### config.mk
export PLATFORM = sky130hd
export DESIGN_NAME = sdac_core
export DESIGN_NICKNAME = d
export VERILOG_FILES = /design/src/core/sdac_pkg.sv /design/src/core/sdac_core.sv
export SDC_FILE = /design/constraint.sdc
export NUM_CORES = 1
export LEC_CHECK = 0
export ABC_CLOCK_PERIOD_IN_PS = 2600
export BUFFER_PORTS_ARGS = -buffer_cell sky130_fd_sc_hd__buf_2
export CAP_MARGIN = 10
export CORE_ASPECT_RATIO = 0.5
export CORE_UTILIZATION = 50
export DETAILED_ROUTE_END_ITERATION = 7
export PLACE_DENSITY = 0.84
export SYNTH_ARGS = -nofsm -noshare
export SYNTH_HDL_FRONTEND = slang
export SYNTH_SLANG_ARGS = --single-unit
### constraint.sdc
create_clock -name clk_sys -period 2.6 [get_ports clk_sys]
set_input_delay 0.13 -clock clk_sys [delete_from_list [all_inputs] [get_ports clk_sys]]
set_output_delay 0.13 -clock clk_sys [all_outputs]
set_load 0.01 [all_outputs]
### src/core/sdac_pkg.sv
// package: register map, field layout and encodings of the converter control
// ----------------------------------------------------------------------------
// Functional notes
// - result is 16-bit read-only, 14 bits left-aligned
// - result undefined while a conversion runs
// - repeat_select 1 converts regardless of trigger
// - 3-bit divider: 1,2,4,8,16,32; 11x prohibited
// - reference field sets shared pin role
// - code 11 feeds generator and drives pin together
// - gain field: 1, 2, 4, one third
// - single-shot trigger write starts one conversion
// - completion loads result, sets flag, enable gates irq; an end on the count alone keeps the old result
// - active flag high during single-shot, auto-cleared; a control write with repeat_select 0 in the final cycle leaves it set
// - repeating stops on mode clear, reset, low power
// ----------------------------------------------------------------------------
package sdac_pkg;

  // ------------------------------------------------------------------
  // register offsets
  // ------------------------------------------------------------------
  localparam logic [15:0] SDAC_ADDR_CTRL   = 16'hf060; // converter_control
  localparam logic [15:0] SDAC_ADDR_START  = 16'hf061; // start_status_control
  localparam logic [15:0] SDAC_ADDR_RESULT = 16'hf062; // conversion_result
  localparam logic [15:0] SDAC_ADDR_IRQ_ST = 16'hf064; // sticky status
  localparam logic [15:0] SDAC_ADDR_IRQ_MK = 16'hf065; // interrupt mask
  localparam logic [15:0] SDAC_ADDR_BGR    = 16'hf066; // bandgap_control

  // ------------------------------------------------------------------
  // field positions
  // ------------------------------------------------------------------
  localparam int SDAC_CTRL_MODE_BIT   = 7;  // repeat_select
  localparam int SDAC_START_TRIG_BIT  = 7;  // single_conversion_trigger
  localparam int SDAC_START_ACT_BIT   = 6;  // conversion_active_flag
  localparam int SDAC_RES_LSB         = 2;  // result_lsb position
  localparam int SDAC_RES_W           = 14; // result width

  // ------------------------------------------------------------------
  // reset values
  // ------------------------------------------------------------------
  localparam logic [7:0] SDAC_CTRL_RST  = 8'h04; // ref field 01
  localparam logic [5:0] SDAC_START_RST = 6'h1c; // chan 01, bypass 1
  localparam logic [1:0] SDAC_MASK_RST  = 2'h1;  // end irq enabled

  // ------------------------------------------------------------------
  // encodings
  // ------------------------------------------------------------------
  localparam logic [1:0] SDAC_REF_PORT = 2'h0; // shared pin is port input
  localparam logic [1:0] SDAC_REF_EXT  = 2'h1; // external reference
  localparam logic [1:0] SDAC_REF_OUT  = 2'h2; // band-gap out only
  localparam logic [1:0] SDAC_REF_BOTH = 2'h3; // band-gap out and feed
  localparam logic [2:0] SDAC_DIV_MAX  = 3'h5; // divide by 32
  localparam int         SDAC_OVS_PER_CONV = 320; // oversamples per result

  // control register layout
  typedef struct packed {
    logic       repeat_select; // single 0, repeating 1
    logic [2:0] oversample_div;// divider code
    logic [1:0] reference_sel; // shared pin role
    logic [1:0] gain_sel;      // amplifier gain code
  } sdac_ctrl_t;

  // analog-side controls
  typedef struct packed {
    logic       shared_pin_oe;   // drive band-gap onto shared pin
    logic       ext_ref_sel;     // external reference to generator
    logic       int_ref_sel;     // internal reference to generator
    logic       pin_is_port;     // pin acts as port input
    logic [1:0] gain_sel;        // gain code to amplifier
    logic [1:0] channel_sel;     // analog input channel
    logic       gain_bypass;     // amplifier bypass
    logic       modulator_run;   // modulator sampling enabled
  } sdac_analog_t;

  // state machine
  typedef enum logic [1:0] {SDAC_IDLE, SDAC_CONV} sdac_state_t;

endpackage

### src/core/sdac_core.sv
// module: sigma-delta converter control, registers and conversion sequencing
`timescale 1ns/1ps
module sdac_core #(
  parameter int CONV_OVS = 320 // oversample ticks per conversion
) (
  input  wire  logic                clk_sys,        // system clock 25 MHz
  input  wire  logic                rst,            // sync, active high
  input  wire  logic [15:0]         reg_addr,       // register address
  input  wire  logic [15:0]         reg_wdata,      // write data
  input  wire  logic                reg_wr,         // write strobe
  input  wire  logic                reg_rd,         // read strobe
  output logic       [15:0]         reg_rdata,      // read data, next cycle
  input  wire  logic                low_power,      // low-power entry
  input  wire  logic                filter_valid,   // decimator word ready
  input  wire  logic [13:0]         filter_data,    // decimator word
  output sdac_pkg::sdac_analog_t    analog_ctrl,    // analog controls
  output logic                      ovs_tick,       // oversample enable
  output logic                      irq             // level interrupt
);
  import sdac_pkg::*;

  // ------------------------------------------------------------------
  // state
  // ------------------------------------------------------------------
  typedef struct packed {
    sdac_ctrl_t   ctrl;       // converter_control
    logic [5:0]   start;      // channel, bypass and spare bits
    logic         active;     // conversion_active_flag
    logic [13:0]  result;     // result word
    logic [1:0]   irq_st;     // sticky: 0 end, 1 bad divider
    logic [1:0]   irq_mk;     // mask
    logic         bg_run;     // bandgap_run
    sdac_state_t  state;      // sequencer
    logic [4:0]   div_cnt;    // oversample divider
    logic [8:0]   ovs_cnt;    // ticks in this conversion
    logic         tick;       // registered divider tick
    logic [15:0]  rdata;      // read data register
  } sdac_regs_t;

  sdac_regs_t cur_ff;  // registered state
  sdac_regs_t nxt_cur; // next state

  // divider ratio decode, used by the divider only
  function automatic logic [4:0] div_limit(input logic [2:0] code);
    div_limit = 5'h1f >> (SDAC_DIV_MAX - code); // 2**code - 1
  endfunction

  // ------------------------------------------------------------------
  // next-state logic
  // ------------------------------------------------------------------
  always_comb begin
    logic done;  // conversion ends this cycle
    logic trig;  // single-shot trigger written
    nxt_cur = cur_ff;
    done = 1'b0;
    trig = 1'b0;
    nxt_cur.tick = 1'b0;
    // oversample divider; 11x clamps to /32 to keep the modulator sane
    if (cur_ff.state == SDAC_CONV) begin
      if (cur_ff.div_cnt >= div_limit((cur_ff.ctrl.oversample_div >
          SDAC_DIV_MAX) ? SDAC_DIV_MAX : cur_ff.ctrl.oversample_div)) begin
        nxt_cur.div_cnt = 5'h00;
        nxt_cur.tick = 1'b1;
      end else begin
        nxt_cur.div_cnt = cur_ff.div_cnt + 5'h01;
      end
    end else begin
      nxt_cur.div_cnt = 5'h00;
    end
    // count ticks; the decimator word marks the end, or the count
    if (cur_ff.tick) begin
      nxt_cur.ovs_cnt = cur_ff.ovs_cnt + 9'h001;
    end
    if (cur_ff.state == SDAC_CONV && (filter_valid ||
        (cur_ff.tick && cur_ff.ovs_cnt == 9'(CONV_OVS - 1)))) begin
      done = 1'b1;
    end
    // register writes
    if (reg_wr) begin
      unique case (reg_addr)
        SDAC_ADDR_CTRL: begin
          nxt_cur.ctrl = sdac_ctrl_t'(reg_wdata[7:0]);
        end
        SDAC_ADDR_START: begin
          nxt_cur.start = reg_wdata[5:0];
          trig = reg_wdata[SDAC_START_TRIG_BIT];
        end
        SDAC_ADDR_IRQ_ST: begin
          nxt_cur.irq_st = cur_ff.irq_st & ~reg_wdata[1:0]; // w1c
        end
        SDAC_ADDR_IRQ_MK: begin
          nxt_cur.irq_mk = reg_wdata[1:0];
        end
        SDAC_ADDR_BGR: begin
          nxt_cur.bg_run = reg_wdata[0];
        end
        default: begin
          // result is read-only, lsbs ignored; others unmapped
        end
      endcase
    end
    // prohibited divider code flagged as an event
    if (cur_ff.ctrl.oversample_div > SDAC_DIV_MAX) begin
      nxt_cur.irq_st[1] = 1'b1;
    end
    // sequencer
    unique case (cur_ff.state)
      SDAC_IDLE: begin
        if (cur_ff.ctrl.repeat_select || trig) begin
          nxt_cur.state = SDAC_CONV;
          nxt_cur.active = 1'b1;
          nxt_cur.ovs_cnt = 9'h000;
        end
      end
      SDAC_CONV: begin
        if (done) begin
          nxt_cur.result = filter_valid ? filter_data : cur_ff.result;
          nxt_cur.irq_st[0] = 1'b1;
          nxt_cur.ovs_cnt = 9'h000;
          if (!cur_ff.ctrl.repeat_select) begin
            nxt_cur.state = SDAC_IDLE;
            nxt_cur.active = 1'b0;
          end
        end
      end
    endcase
    // low power ends the run at once; mode clear ends it after the current conversion
    if (low_power || (cur_ff.state == SDAC_CONV && !done &&
        !cur_ff.ctrl.repeat_select && !cur_ff.active)) begin
      nxt_cur.state = SDAC_IDLE;
      nxt_cur.active = 1'b0;
    end
    if (cur_ff.state == SDAC_CONV && cur_ff.active &&
        !cur_ff.ctrl.repeat_select && reg_wr && reg_addr == SDAC_ADDR_CTRL &&
        !reg_wdata[SDAC_CTRL_MODE_BIT] && !trig) begin
      nxt_cur.active = cur_ff.active; // active flag held, even when the single-shot ends this cycle
    end
    // read mux, answered one cycle later
    nxt_cur.rdata = 16'h0000;
    if (reg_rd) begin
      unique case (reg_addr)
        SDAC_ADDR_CTRL:   nxt_cur.rdata = {8'h00, cur_ff.ctrl};
        SDAC_ADDR_START:  nxt_cur.rdata = {8'h00, 1'b0, cur_ff.active,
                                           cur_ff.start};
        // bits 1:0 read zero; value mid-conversion is not meaningful
        SDAC_ADDR_RESULT: nxt_cur.rdata = {cur_ff.result, 2'h0};
        SDAC_ADDR_IRQ_ST: nxt_cur.rdata = {14'h0000, cur_ff.irq_st};
        SDAC_ADDR_IRQ_MK: nxt_cur.rdata = {14'h0000, cur_ff.irq_mk};
        SDAC_ADDR_BGR:    nxt_cur.rdata = {15'h0000, cur_ff.bg_run};
        default:          nxt_cur.rdata = 16'h0000; // unmapped reads zero
      endcase
    end
  end

  // ------------------------------------------------------------------
  // state register
  // ------------------------------------------------------------------
  always_ff @(posedge clk_sys) begin
    if (rst) begin
      cur_ff        <= '0;           // also stops repeating runs
      cur_ff.ctrl   <= sdac_ctrl_t'(SDAC_CTRL_RST);
      cur_ff.start  <= SDAC_START_RST;
      cur_ff.irq_mk <= SDAC_MASK_RST;
      cur_ff.state  <= SDAC_IDLE;
    end else begin
      cur_ff <= nxt_cur;
    end
  end

  // ------------------------------------------------------------------
  // outputs
  // ------------------------------------------------------------------
  assign reg_rdata = cur_ff.rdata;
  assign ovs_tick  = cur_ff.tick;
  assign irq       = |(cur_ff.irq_st & cur_ff.irq_mk);

  // reference routing from one field keeps pin and feed in step
  always_comb begin
    analog_ctrl.pin_is_port   = cur_ff.ctrl.reference_sel == SDAC_REF_PORT;
    analog_ctrl.ext_ref_sel   = cur_ff.ctrl.reference_sel == SDAC_REF_EXT;
    analog_ctrl.shared_pin_oe = cur_ff.ctrl.reference_sel[1];
    analog_ctrl.int_ref_sel   = cur_ff.ctrl.reference_sel == SDAC_REF_BOTH;
    analog_ctrl.gain_sel      = cur_ff.ctrl.gain_sel;
    analog_ctrl.channel_sel   = cur_ff.start[5:4];
    analog_ctrl.gain_bypass   = cur_ff.start[3];
    analog_ctrl.modulator_run = cur_ff.state == SDAC_CONV;
  end

endmodule

==> metrics.md <==
| Metric | Value |
|---|---|
| Status | `finished clean` |
| Crit path launch type | `register` |
| Clock-pin slew on the worst setup and hold paths | `0.05 ns` |
| Pleak | `1.423 nW` |
| Post-CTS Setup Repair Bufs | `0` |
| Most common cell in the netlist | `dfxtp_1` |
| Post-DP HPWL | `4411 um` |
| Share of cells above drive strength 1 | `a little over a quarter` |
| Final setup violating endpoints | `0` |
| Clk pwr share | `about 55%` |
| Routed WL | `around 6300 um` |
| Routed WL per cell | `roughly 14 um` |
| Port Buffers | `71` |
| Synth warnings | `0` |
| Top cells by count, synth | `66 x dfxtp_1, 40 x nor2_1, 38 x nand2_1` |
| Initial Util | `around 54%` |
| PD cells | `between 600 and 700 nW/um^2` |
| Initial antenna violation count | `0` |
| Die ar. | `about 6400 um^2` |
| Num CTS Buffers | `9` |
| Crit end category | `register` |
| Syn nets | `between 300 and 400` |
| Number of global-route vias before repair | `2262` |
| Gr ovfl total | `0` |
| Fill cells | `452` |
| Int Pwr | `1.912 mW` |
| Final worst path period need | `around 2.1 ns` |
| CTS tree | `done` |
| Final hold vios | `0` |
| Average cell area after synthesis | `between 9 and 10 um^2` |
| Synth top area cells | `dfxtp_1 43%, buf_4 5.6%, mux2i_1 4.9%` |
| Register area | `~1300 um^2` |
| Clock Latency Late Sink | `about 0.33 ns` |
| Synth Area in Compound Gates | `between 10% and 20%` |
| Die H | `between 50 and 60 um` |
| Clk_skew | `0.004653 ns` |
| Switch Pwr | `around 0.49 mW` |
| Boundary Pins | `80` |
| Share of the synthesized area in the top cell type | `43.23%` |
| Vias/cell | `around 5.3` |
| Global-route wire length before repair | `about 11000 um` |
| Htree depth | `3` |
| Main flop type after synthesis | `dfxtp_1` |
| Max FO, Critical Path | `6` |
| Iter 0 DRT Violations | `approximately 230` |
| # rows | `19` |
| Mapped Cells | `roughly 330` |
| Area Overhead vs Synth | `19.07%` |
| Xor-xnor portion of the synthesized cell area | `roughly 3.2%` |
| DR vias | `2448` |
| Max Clk Rate | `between 400 and 500 MHz` |
| Relative slew margins | `roughly half` |
| Combinational family with the most area after synthesis | `simple AND/OR/NAND/NOR gates` |
| Largest net degree at the start of global routing | `between 40 and 50` |
| Hold WC Path Type | `in2reg` |
| Unrepaired setup endpoints after global routing | `no` |
| Post-synthesis adder-cell area fraction | `under 10%` |
| EDFF count, synth | `0` |
| Post-synthesis register bit count | `66` |
| Critical Path RT | `2.86 ns` |
| N_diodes | `0` |
| Comb pwr share | `3.2%` |
| Simple-gate share of the synthesized area | `25.95%` |
| Sequential cell area fraction in the yosys report | `a little over two fifths` |
| Asr flop ratio synth | `0%` |
| Mux share of post-synthesis cell area | `under 10%` |
| Crit path kind | `reg2reg` |
| Root Buffer | `clkbuf_16` |
| Multi-input logic area | `between 1000 and 1500 um^2` |
| Gpl congestion | `0.7804` |
| Layout Cells excl Fill | `~460` |
| WP data arrival | `2.40 ns` |
| Cell taking the most area after synthesis | `dfxtp_1` |
| Sw frac | `between 20% and 30%` |
| Core Area | `5682 um^2` |
| Layout Nets | `between 400 and 500` |
| Placed insts | `between 400 and 500` |
| Overall routing resource usage | `between 20% and 30%` |
| Worst-Margin Slew | `between 0.7 and 0.8 ns` |
| Max-Cap Viols | `0` |
| Clk sinks | `66` |
| TNS Setup | `0 ns` |
| Tcrit/Tclk final | `slightly above 80%` |
| Final Slew Violations | `0` |
| Drc violations | `0` |
| Power share of the sequential group | `a little over two fifths` |
| Worst vdd ir | `just under 0.0004 V` |
| Synth unique cells | `52` |
| Total iterations of the first detailed-routing run | `4` |
| Mapped Area | `3057 um^2` |
| Maximum clock insertion buffer count | `2` |
| Detail Route Antenna Nets | `0` |
| Horiz. Die Dim | `about 110 um` |
worst paths after layout:
| path | startpoint | end | slack (ns) | cells after the start |
|---|---|---|---|---|
| max | cur_ff[64]$_SDFFE_PP0P_ | cur_ff[30]$_SDFF_PP0_ | 0.46 | 9 |
| min | reg_wdata[4] | analog_ctrl[2]$_SDFFE_PP1P_ | 0.02 | 2 |
| max reg2reg | cur_ff[64]$_SDFFE_PP0P_ | cur_ff[30]$_SDFF_PP0_ | 0.46 | 9 |
| min reg2reg | cur_ff[47]$_SDFFE_PP0P_ | cur_ff[47]$_SDFFE_PP0P_ | 0.45 | 2 |
worst max-delay path, stage by stage, from the launching register on:
cell and delay (ns):
dfxtp_1 0.45, nand2b_1 0.12, ha_1 0.34, nand2_1 0.07, ha_1 0.26, nand2b_1 0.13
a21o_1 0.17, a21oi_1 0.19, a31oi_1 0.20, nor2_1 0.14
cells in the final DEF (no fill, tap or decap), drive strengths merged, types with 2 or more instances in the layout:
| cell | count |
|---|---|
| and2 | 11 |
| nand2 | 38 |
| a222oi | 5 |
| nand4 | 3 |
| nand3 | 8 |
| nor4 | 5 |
| nor3 | 11 |
| xnor2 | 4 |
| a21oi | 19 |
| o21ai | 3 |
| a22oi | 3 |
| a211o | 6 |
| nand3b | 3 |
| clkbuf | 10 |
| a31oi | 2 |
| or3b | 2 |
| nand2b | 6 |
| mux2i | 15 |
| buf | 75 |
| a211oi | 2 |
| xor2 | 7 |
| inv | 5 |
| ha | 8 |
| or2 | 2 |
| nor2b | 7 |
| or3 | 3 |
| dfxtp | 66 |
| nor2 | 40 |
| bufinv | 2 |
| clkinvlp | 2 |
repair_timing:
item	CTS	global route
endpoints found under the hold margin	1	0
hold buffers	1	0
gates resized for setup	0	0
power groups by stage:
stage | clock [mW] | sequential (mW) | combinational (mW)
finish | 1.31 | 1.01 | 0.0757
global route | 1.39 | 1.01 | 0.0830
CTS | 1.33 | 1.01 | 0.0757
detailed placement | 0 | 1.03 | 0.0741
global placement | 0 | 1.03 | 0.0745
floorplan | 0 | 1.03 | 0.0305
routing by layer:
layer	track usage, %	part of all wire [%]
met1	27.19	45
met2	34.30	46
met3	9.883	8.3
met4	5.143	0.27
met5	0	0
metrics by stage:
| step | area (um^2) | util [%] | setup slack, ns | hold WS [ns] | total power [mW] |
|---|---|---|---|---|---|
| CTS | 3640 | 64.06 | 0.4485 | 0.01509 | 2.418 |
| floorplan | 3057 | - | 0.6710 | 0.2060 | 1.064 |
| detailed placement | 3302 | 58.12 | 0.4793 | 0.3480 | 1.108 |
| global route | 3640 | 64.06 | 0.2413 | 0.02448 | 2.479 |
| finish | 3640 | 64.06 | 0.4602 | 0.01880 | 2.399 |
| global placement | 3302 | 58.12 | 0.4845 | 0.3467 | 1.108 |
state kept, by name, summed over array words and instances, names as in the netlist:
name and count:
cur_ff 43, reg_rdata 16, analog_ctrl 6, ovs_tick 1
area by class of cell:
class / count / share of cell area (%)
clock inverter: 6 / 2.441
clock buffer: 10 / 6.566
tap: 73 / 2.509
multi-input combinational: 227 / 40.91
timing repair buffer: 76 / 10.86
inverter: 4 / 0.4125
sequential: 66 / 36.30
cells by family (layout without fill, tap and decap cells):
family | count (synthesis) | in the layout
mux | 15 | 15
buf+inv | 40 | 96
simple gates | 145 | 145
flops | 66 | 66
compound gates | 48 | 48
xor+xnor | 11 | 11
fa+ha+maj | 8 | 8
Note: power is estimated with default switching activity, not from simulation.
